File: src/rtl/tpc_pkg.sv
// Package: register map, field layout and prescale decode for the timer pair
package tpc_pkg;
   // Register offsets on the plain register port
   localparam logic [1:0] TPC_OFF_CTRL = 2'h0;
   localparam logic [1:0] TPC_OFF_CNT_LO = 2'h1;
   localparam logic [1:0] TPC_OFF_CNT_HI = 2'h2;
   // Control field positions
   localparam int TPC_BIT_RUN = 15;
   localparam int TPC_BIT_HALT = 13;
   localparam int TPC_BIT_GATE = 6;
   localparam int TPC_BIT_PS_HI = 5;
   localparam int TPC_BIT_PS_LO = 4;
   localparam int TPC_BIT_WIDE = 3;
   localparam int TPC_BIT_SRC = 1;
   // Reset values
   localparam logic TPC_RST_BIT = 1'b0;
   localparam logic [1:0] TPC_RST_PS = 2'h0;
   localparam logic [15:0] TPC_RST_HALF = 16'h0000;
   // Prescale select codes
   localparam logic [1:0] TPC_PS_1 = 2'h0;
   localparam logic [1:0] TPC_PS_8 = 2'h1;
   localparam logic [1:0] TPC_PS_64 = 2'h2;
   localparam logic [1:0] TPC_PS_256 = 2'h3;
   // Last prescaler count before a tick, per ratio
   localparam logic [7:0] TPC_MAX_1 = 8'h00;
   localparam logic [7:0] TPC_MAX_8 = 8'h07;
   localparam logic [7:0] TPC_MAX_64 = 8'h3F;
   localparam logic [7:0] TPC_MAX_256 = 8'hFF;

   // Prescale select to terminal count
   function automatic logic [7:0] tpc_ratio_max(input logic [1:0] sel);
      case (sel)
         TPC_PS_8: tpc_ratio_max = TPC_MAX_8;
         TPC_PS_64: tpc_ratio_max = TPC_MAX_64;
         TPC_PS_256: tpc_ratio_max = TPC_MAX_256;
         default: tpc_ratio_max = TPC_MAX_1;
      endcase
   endfunction
endpackage

File: src/rtl/tpc_pin_edge.sv
// Rising-edge and level capture of the external count or gate pin
`timescale 1ns/1ps
`default_nettype none
module tpc_pin_edge (
   input wire logic mclk, // Clock
   input wire logic nrst, // Sync reset, active low
   input wire logic pin, // External count input
   output logic rise, // One-cycle pulse per rising edge
   output logic level // Pin level, one cycle late
);
   import tpc_pkg::*;
   typedef struct packed {
      logic prev;
      logic rise;
   } tpc_edge_st_t;
   tpc_edge_st_t st_ff;
   tpc_edge_st_t nxt_st;

   // Rise is judged against the stored level, so one edge gives one pulse
   always_comb begin
      nxt_st = st_ff;
      nxt_st.prev = pin;
      nxt_st.rise = pin & ~st_ff.prev;
   end

   always_ff @(posedge mclk) begin
      if (!nrst) begin
         st_ff <= '0;
      end else begin
         st_ff <= nxt_st;
      end
   end

   assign rise = st_ff.rise;
   assign level = st_ff.prev;
endmodule // tpc_pin_edge
`default_nettype wire

File: src/rtl/tpc_prescale.sv
// Input prescaler: one tick per 1, 8, 64 or 256 steps
`timescale 1ns/1ps
`default_nettype none
module tpc_prescale (
   input wire logic mclk, // Clock
   input wire logic nrst, // Sync reset, active low
   input wire logic clr, // Restart the division
   input wire logic step, // One input clock event
   input wire logic [1:0] sel, // Prescale select
   output logic tick // One-cycle prescaled tick
);
   import tpc_pkg::*;
   typedef struct packed {
      logic [7:0] cnt;
      logic tick;
   } tpc_ps_st_t;
   tpc_ps_st_t st_ff;
   tpc_ps_st_t nxt_st;

   // Count steps; wrap and tick at the selected terminal count
   always_comb begin
      nxt_st = st_ff;
      nxt_st.tick = 1'b0;
      if (clr) begin
         nxt_st.cnt = 8'h00;
      end else if (step) begin
         if (st_ff.cnt >= tpc_ratio_max(sel)) begin
            nxt_st.cnt = 8'h00;
            nxt_st.tick = 1'b1;
         end else begin
            nxt_st.cnt = st_ff.cnt + 8'h01;
         end
      end
   end

   always_ff @(posedge mclk) begin
      if (!nrst) begin
         st_ff <= '0;
      end else begin
         st_ff <= nxt_st;
      end
   end

   assign tick = st_ff.tick;
endmodule // tpc_prescale
`default_nettype wire

File: src/rtl/tpc_timer.sv
// Top of the pairable timer: control register, clock source, counter
//
// The implementer's own choices: strobed register access and the placing of the registers.
`timescale 1ns/1ps
`default_nettype none
module tpc_timer #(
   parameter int HALF_W = 16 // Width of each timer half
) (
   input wire logic mclk, // Clock, 200 MHz
   input wire logic nrst, // Sync reset, active low
   input wire logic [1:0] addr, // Register address
   input wire logic [15:0] wdata, // Write data
   input wire logic wr, // Write strobe
   input wire logic rd, // Read strobe
   output logic [15:0] rdata, // Read data, cycle after rd
   input wire logic external_count_input, // Count or gate pin
   input wire logic idle_mode, // Chip is in idle
   output logic [2*HALF_W-1:0] count_value // Live counter
);
   import tpc_pkg::*;

   // The register port is 16 bits wide, so each half must match it
   if (HALF_W != 16) begin : g_bad_width
      $error("tpc_timer: HALF_W must be 16");
   end

   typedef struct packed {
      logic run;
      logic halt_in_idle;
      logic gate_accumulate_enable;
      logic [1:0] input_prescale_select;
      logic pair_wide_mode;
      logic count_source_select;
      logic half;
      logic [2*HALF_W-1:0] cnt;
      logic [15:0] rdata;
   } tpc_top_st_t;

   tpc_top_st_t st_ff;
   tpc_top_st_t nxt_st;

   logic ext_rise;
   logic ext_level;
   logic pre_tick;
   logic running;
   logic gate_on;
   logic src_step;
   logic ctrl_wr;
   logic [15:0] ctrl_view;

   // One strobe aimed at one register offset
   function automatic logic reg_hit(input logic strobe,
      input logic [1:0] a, input logic [1:0] off);
      reg_hit = strobe && (a == off);
   endfunction

   // Edge and level of the pin, shared by counting and gating
   tpc_pin_edge u_edge (
      .mclk(mclk),
      .nrst(nrst),
      .pin(external_count_input),
      .rise(ext_rise),
      .level(ext_level)
   );

   // Prescaler restarts on any control write so a new ratio starts clean
   tpc_prescale u_pre (
      .mclk(mclk),
      .nrst(nrst),
      .clr(ctrl_wr),
      .step(src_step),
      .sel(st_ff.input_prescale_select),
      .tick(pre_tick)
   );

   // Source selection and gating
   always_comb begin
      ctrl_wr = reg_hit(wr, addr, TPC_OFF_CTRL);
      running = st_ff.run && !(st_ff.halt_in_idle && idle_mode);
      gate_on = st_ff.gate_accumulate_enable
         && !st_ff.count_source_select;
      if (st_ff.count_source_select) begin
         src_step = running && ext_rise;
      end else begin
         // Gated: internal clocks pass only while the pin is high
         src_step = running && st_ff.half
            && (!gate_on || ext_level);
      end
   end

   // Control word as software sees it; unused positions are constant zero
   always_comb begin
      ctrl_view = 16'h0000;
      ctrl_view[TPC_BIT_RUN] = st_ff.run;
      ctrl_view[TPC_BIT_HALT] = st_ff.halt_in_idle;
      ctrl_view[TPC_BIT_GATE] = st_ff.gate_accumulate_enable;
      ctrl_view[TPC_BIT_PS_HI:TPC_BIT_PS_LO] = st_ff.input_prescale_select;
      ctrl_view[TPC_BIT_WIDE] = st_ff.pair_wide_mode;
      ctrl_view[TPC_BIT_SRC] = st_ff.count_source_select;
   end

   // Next state: register port, internal divider and counter
   always_comb begin
      nxt_st = st_ff;
      // Internal clock is mclk over two: toggle every cycle while running
      nxt_st.half = running ? !st_ff.half : 1'b0;
      if (ctrl_wr) begin
         nxt_st.run = wdata[TPC_BIT_RUN];
         nxt_st.halt_in_idle = wdata[TPC_BIT_HALT];
         nxt_st.gate_accumulate_enable = wdata[TPC_BIT_GATE];
         nxt_st.input_prescale_select =
            wdata[TPC_BIT_PS_HI:TPC_BIT_PS_LO];
         nxt_st.pair_wide_mode = wdata[TPC_BIT_WIDE];
         nxt_st.count_source_select = wdata[TPC_BIT_SRC];
      end
      // A software load beats a count in the same cycle
      if (reg_hit(wr, addr, TPC_OFF_CNT_LO)) begin
         nxt_st.cnt[HALF_W-1:0] = wdata;
      end else if (reg_hit(wr, addr, TPC_OFF_CNT_HI)) begin
         nxt_st.cnt[2*HALF_W-1:HALF_W] = wdata;
      end else if (pre_tick && running) begin
         if (st_ff.pair_wide_mode) begin
            nxt_st.cnt = st_ff.cnt + {{(2*HALF_W-1){1'b0}}, 1'b1};
         end else begin
            // Low half wraps alone; the partner half is left untouched
            nxt_st.cnt[HALF_W-1:0] = st_ff.cnt[HALF_W-1:0]
               + {{(HALF_W-1){1'b0}}, 1'b1};
         end
      end
      // Read data stand one cycle, unmapped reads give zero
      nxt_st.rdata = 16'h0000;
      if (rd) begin
         case (addr)
            TPC_OFF_CTRL: nxt_st.rdata = ctrl_view;
            TPC_OFF_CNT_LO: nxt_st.rdata = st_ff.cnt[HALF_W-1:0];
            TPC_OFF_CNT_HI: nxt_st.rdata = st_ff.cnt[2*HALF_W-1:HALF_W];
            default: nxt_st.rdata = 16'h0000;
         endcase
      end
   end

   always_ff @(posedge mclk) begin
      if (!nrst) begin
         st_ff.run <= TPC_RST_BIT;
         st_ff.halt_in_idle <= TPC_RST_BIT;
         st_ff.gate_accumulate_enable <= TPC_RST_BIT;
         st_ff.input_prescale_select <= TPC_RST_PS;
         st_ff.pair_wide_mode <= TPC_RST_BIT;
         st_ff.count_source_select <= TPC_RST_BIT;
         st_ff.half <= TPC_RST_BIT;
         st_ff.cnt <= {TPC_RST_HALF, TPC_RST_HALF};
         st_ff.rdata <= 16'h0000;
      end else begin
         st_ff <= nxt_st;
      end
   end

   assign rdata = st_ff.rdata;
   assign count_value = st_ff.cnt;
endmodule // tpc_timer
`default_nettype wire

File: config.mk
export PLATFORM = sky130hd
export DESIGN_NAME = tpc_timer
export DESIGN_NICKNAME = d
export VERILOG_FILES = /design/src/rtl/tpc_pkg.sv /design/src/rtl/tpc_pin_edge.sv /design/src/rtl/tpc_prescale.sv /design/src/rtl/tpc_timer.sv
export SDC_FILE = /design/constraint.sdc
export NUM_CORES = 1
export LEC_CHECK = 0
export ABC_CLOCK_PERIOD_IN_PS = 3150
export BUFFER_PORTS_ARGS = -buffer_cell sky130_fd_sc_hd__buf_2
export CAP_MARGIN = 15
export CORE_MARGIN = 2
export CORE_UTILIZATION = 45
export CTS_CLUSTER_DIAMETER = 200
export DETAILED_ROUTE_END_ITERATION = 6
export GPL_ROUTABILITY_DRIVEN = 0
export PLACE_DENSITY_LB_ADDON = 0.05
export SYNTH_ARGS = -nofsm -noshare
export SYNTH_HDL_FRONTEND = slang
export SYNTH_HIERARCHICAL = 1
export SYNTH_SLANG_ARGS = --single-unit
File: constraint.sdc
create_clock -name mclk -period 3.15 [get_ports mclk]
set_input_delay 0.63 -clock mclk [delete_from_list [all_inputs] [get_ports mclk]]
set_output_delay 0.63 -clock mclk [all_outputs]
set_load 0.005 [all_outputs]
==> out/results.ini <==
[run_status]
status = finished, final reports clean

[drt]
vias = 3655
drc = 0
drt_iter0_markers = 247
antenna_left = 0
wl_per_cell_um = 18.08
avgViaCountPerCell = 5.857
routed_wl_um = 11290
dr.pass1.iters = 5

[yosys]
synth_area_per_cell_um2 = 8.040
synth_area_leaders = dfxtp_1, buf_4, nor2_1, a21oi_1, mux2i_1
ys_ff_latch = 67
synth-edff-count = 0
syn_inst = 493
synth_ff_type = dfxtp_1
yosys.area.top_type = dfxtp_1
synthArstFlopShare_pct = 0
syn_nets = 525
synth.distinct_cells = 60
synth_top_area_share_pct = 33.84
yosys_warnings = 6
synth-seq-area-share_pct = 33.84
syn-cell-area_mm2 = 0.003964

[floorplanning]
pin_count = 72
die_h_um = 97.86
die_w_um = 97.86
die_area_mm2 = 0.009576
placementRows = 34
core-area_mm2 = 0.008636
initial_core_util_pct = 45.90

[layout]
area_delta_synth_final_pct = 7.134
fin_util_pct = 49.17
layout.nets = 543
diodes = 0
drive_gt1_share_pct = 21.51

[grt]
grt_max_degree = 35
grt_usage_pct = 23.77
grt_pass1_vias = 3429
grt_pass1_wl_um = 18180
overflow = 0
antenna_found_initial = 0

[timing]
max_freq_ghz = 0.3824
hold_viol_final = 0
fin_crit_ps = 2615
setup_tns_ps = 0
rsz0062_at_grt = no
setup_violations = 0
slew_viol_final = 0
tightest_slew_ps = 843.2
min_period_over_period_pct = 83.03
relSlewSlack_pct = 43.19
finClkSkew_ps = 13.38

[clocking]
insertion_delay_ps = 340
htree_num_levels = 3
cts_hold_buf = 0
clk_pin_slew_worst_paths_ps = 70
cts.path.max_buffers = 2
cts_buffers = 9
cts_tree = built
cts_resized = 0
cts_sinks = 67
post-cts-setup-buffers = 0
root_buffer = clkbuf_8

[placed_design]
hpwl_um = 8118
portBuffers = 71

[hold_path]
min-delay-path-class = reg2reg

[worst_setup_path]
start_kind = register
ff2ff_setup_slack_ps = 530
path_class = reg2reg
critPathMaxFanout = 9
crit_arrival_ps = 2880
end_kind = register
required_ps = 3420

[flow_run]
cap_viol_max_count = 0

[power_and_ir_drop]
p_per_area_mw_per_mm2 = 413.6
power_mw = 1.756
p_leak_nw = 1.653
peakVddDrop_mv = 0.2332

==> layout by cell type, fill, tap and decap left out, drive strengths merged, types with 3 or more instances in the layout <==
master / synthesis / final
nor4: 7 / 7
and3: 10 / 10
o22ai: 4 / 4
a211oi: 8 / 8
clkbuf: 24 / 14
nor3b: 3 / 3
o21a: 3 / 3
or4: 9 / 9
ha: 8 / 8
o31ai: 5 / 5
mux2i: 14 / 14
o21ai: 23 / 23
nand4: 13 / 13
a22oi: 11 / 11
buf: 53 / 84
nor2: 59 / 59
xor2: 5 / 5
nand2: 34 / 34
a21oi: 35 / 35
or4b: 3 / 3
and2: 3 / 3
dfxtp: 67 / 67
o41ai: 3 / 3
inv: 9 / 9
a31oi: 9 / 9
nor2b: 4 / 4
or3: 6 / 6
nand3: 22 / 22
nor3: 8 / 8
xnor2: 4 / 4
==> critical path, cell delays in order, from the launching register on <==
cell and delay, ps:
dfxtp_1 500, nand3_1 280, or4_1 730, or3_1 380, or4_1 480, a31oi_1 170
==> power by group <==
group / internal [mW] / leakage (nW) / switching (mW) / total [mW]
logic: 0.0787 / 1.02 / 0.116 / 0.195
clock network: 0.328 / 0.0905 / 0.324 / 0.652
registers: 0.872 / 0.544 / 0.0377 / 0.910
==> final timing paths <==
kind                  start         endpoint  depth (start not counted)
max          count_value[8]  count_value[31]                          5
min               st_ff[48]        st_ff[48]                          1
max reg2reg  count_value[8]  count_value[31]                          5
min reg2reg       st_ff[48]        st_ff[48]                          1
==> through the flow <==
step / std cells / worst slack, ps / hold WS, ps / area (µm²)
after global placement: 608 / 408.4 / 409.8 / 4074
final: 624 / 534.6 / 421.7 / 4247
after detailed placement: 608 / 377.4 / 404.4 / 4074
after CTS: 624 / 549.9 / 421.2 / 4247
after floorplan: 493 / 595.2 / 392.2 / 3964
after global routing: 624 / 445.2 / 489.9 / 4247
==> cell families after synthesis <==
logic type      after synthesis  synth area share, %
compound gates              120                20.83
fa+ha+maj                     8                2.525
mux                          14                3.535
xor+xnor                      9                1.988
simple gates                189                24.37
flops                        67                33.84
buf+inv                      86                12.91
==> state kept, by name, indices dropped and copies added, names as in the netlist <==
signal        flops
rdata            16
u_edge/rise       1
u_edge/level      1
u_pre/st_ff       8
u_pre/tick        1
ctrl_view         7
st_ff             1
count_value      32
==> cells in the mapped netlist (11+ instances only) <==
cell type	instances
nand4_1	13
buf_4	48
a21oi_1	35
dfxtp_1	67
o21ai_0	22
mux2i_1	14
nor2_1	59
a22oi_1	11
clkbuf_1	24
nand3_1	21
nand2_1	34
==> cell type report <==
class | count | area (µm²)
inverters | 9 | 33.78
clock buffers | 14 | 162.7
clock inverters | 2 | 10.01
multi-input cells | 340 | 2111
well taps | 108 | 135.1
repair buffers | 84 | 452.9
fillers | 910 | 4389
flip-flops and latches | 67 | 1341
==> per-layer routing <==
layer  wire (µm)  global-route usage [%]  share of wire [%]  up-vias
met1        5236                   33.02                 46     1714
met2        5139                   37.57                 46      142
li1            -                       -                  -     1781
met5           0                       0                  0        -
met4         174                   7.372                1.5        0
met3         735                   4.366                6.5       18
Note: power is estimated with default switching activity, not from simulation.
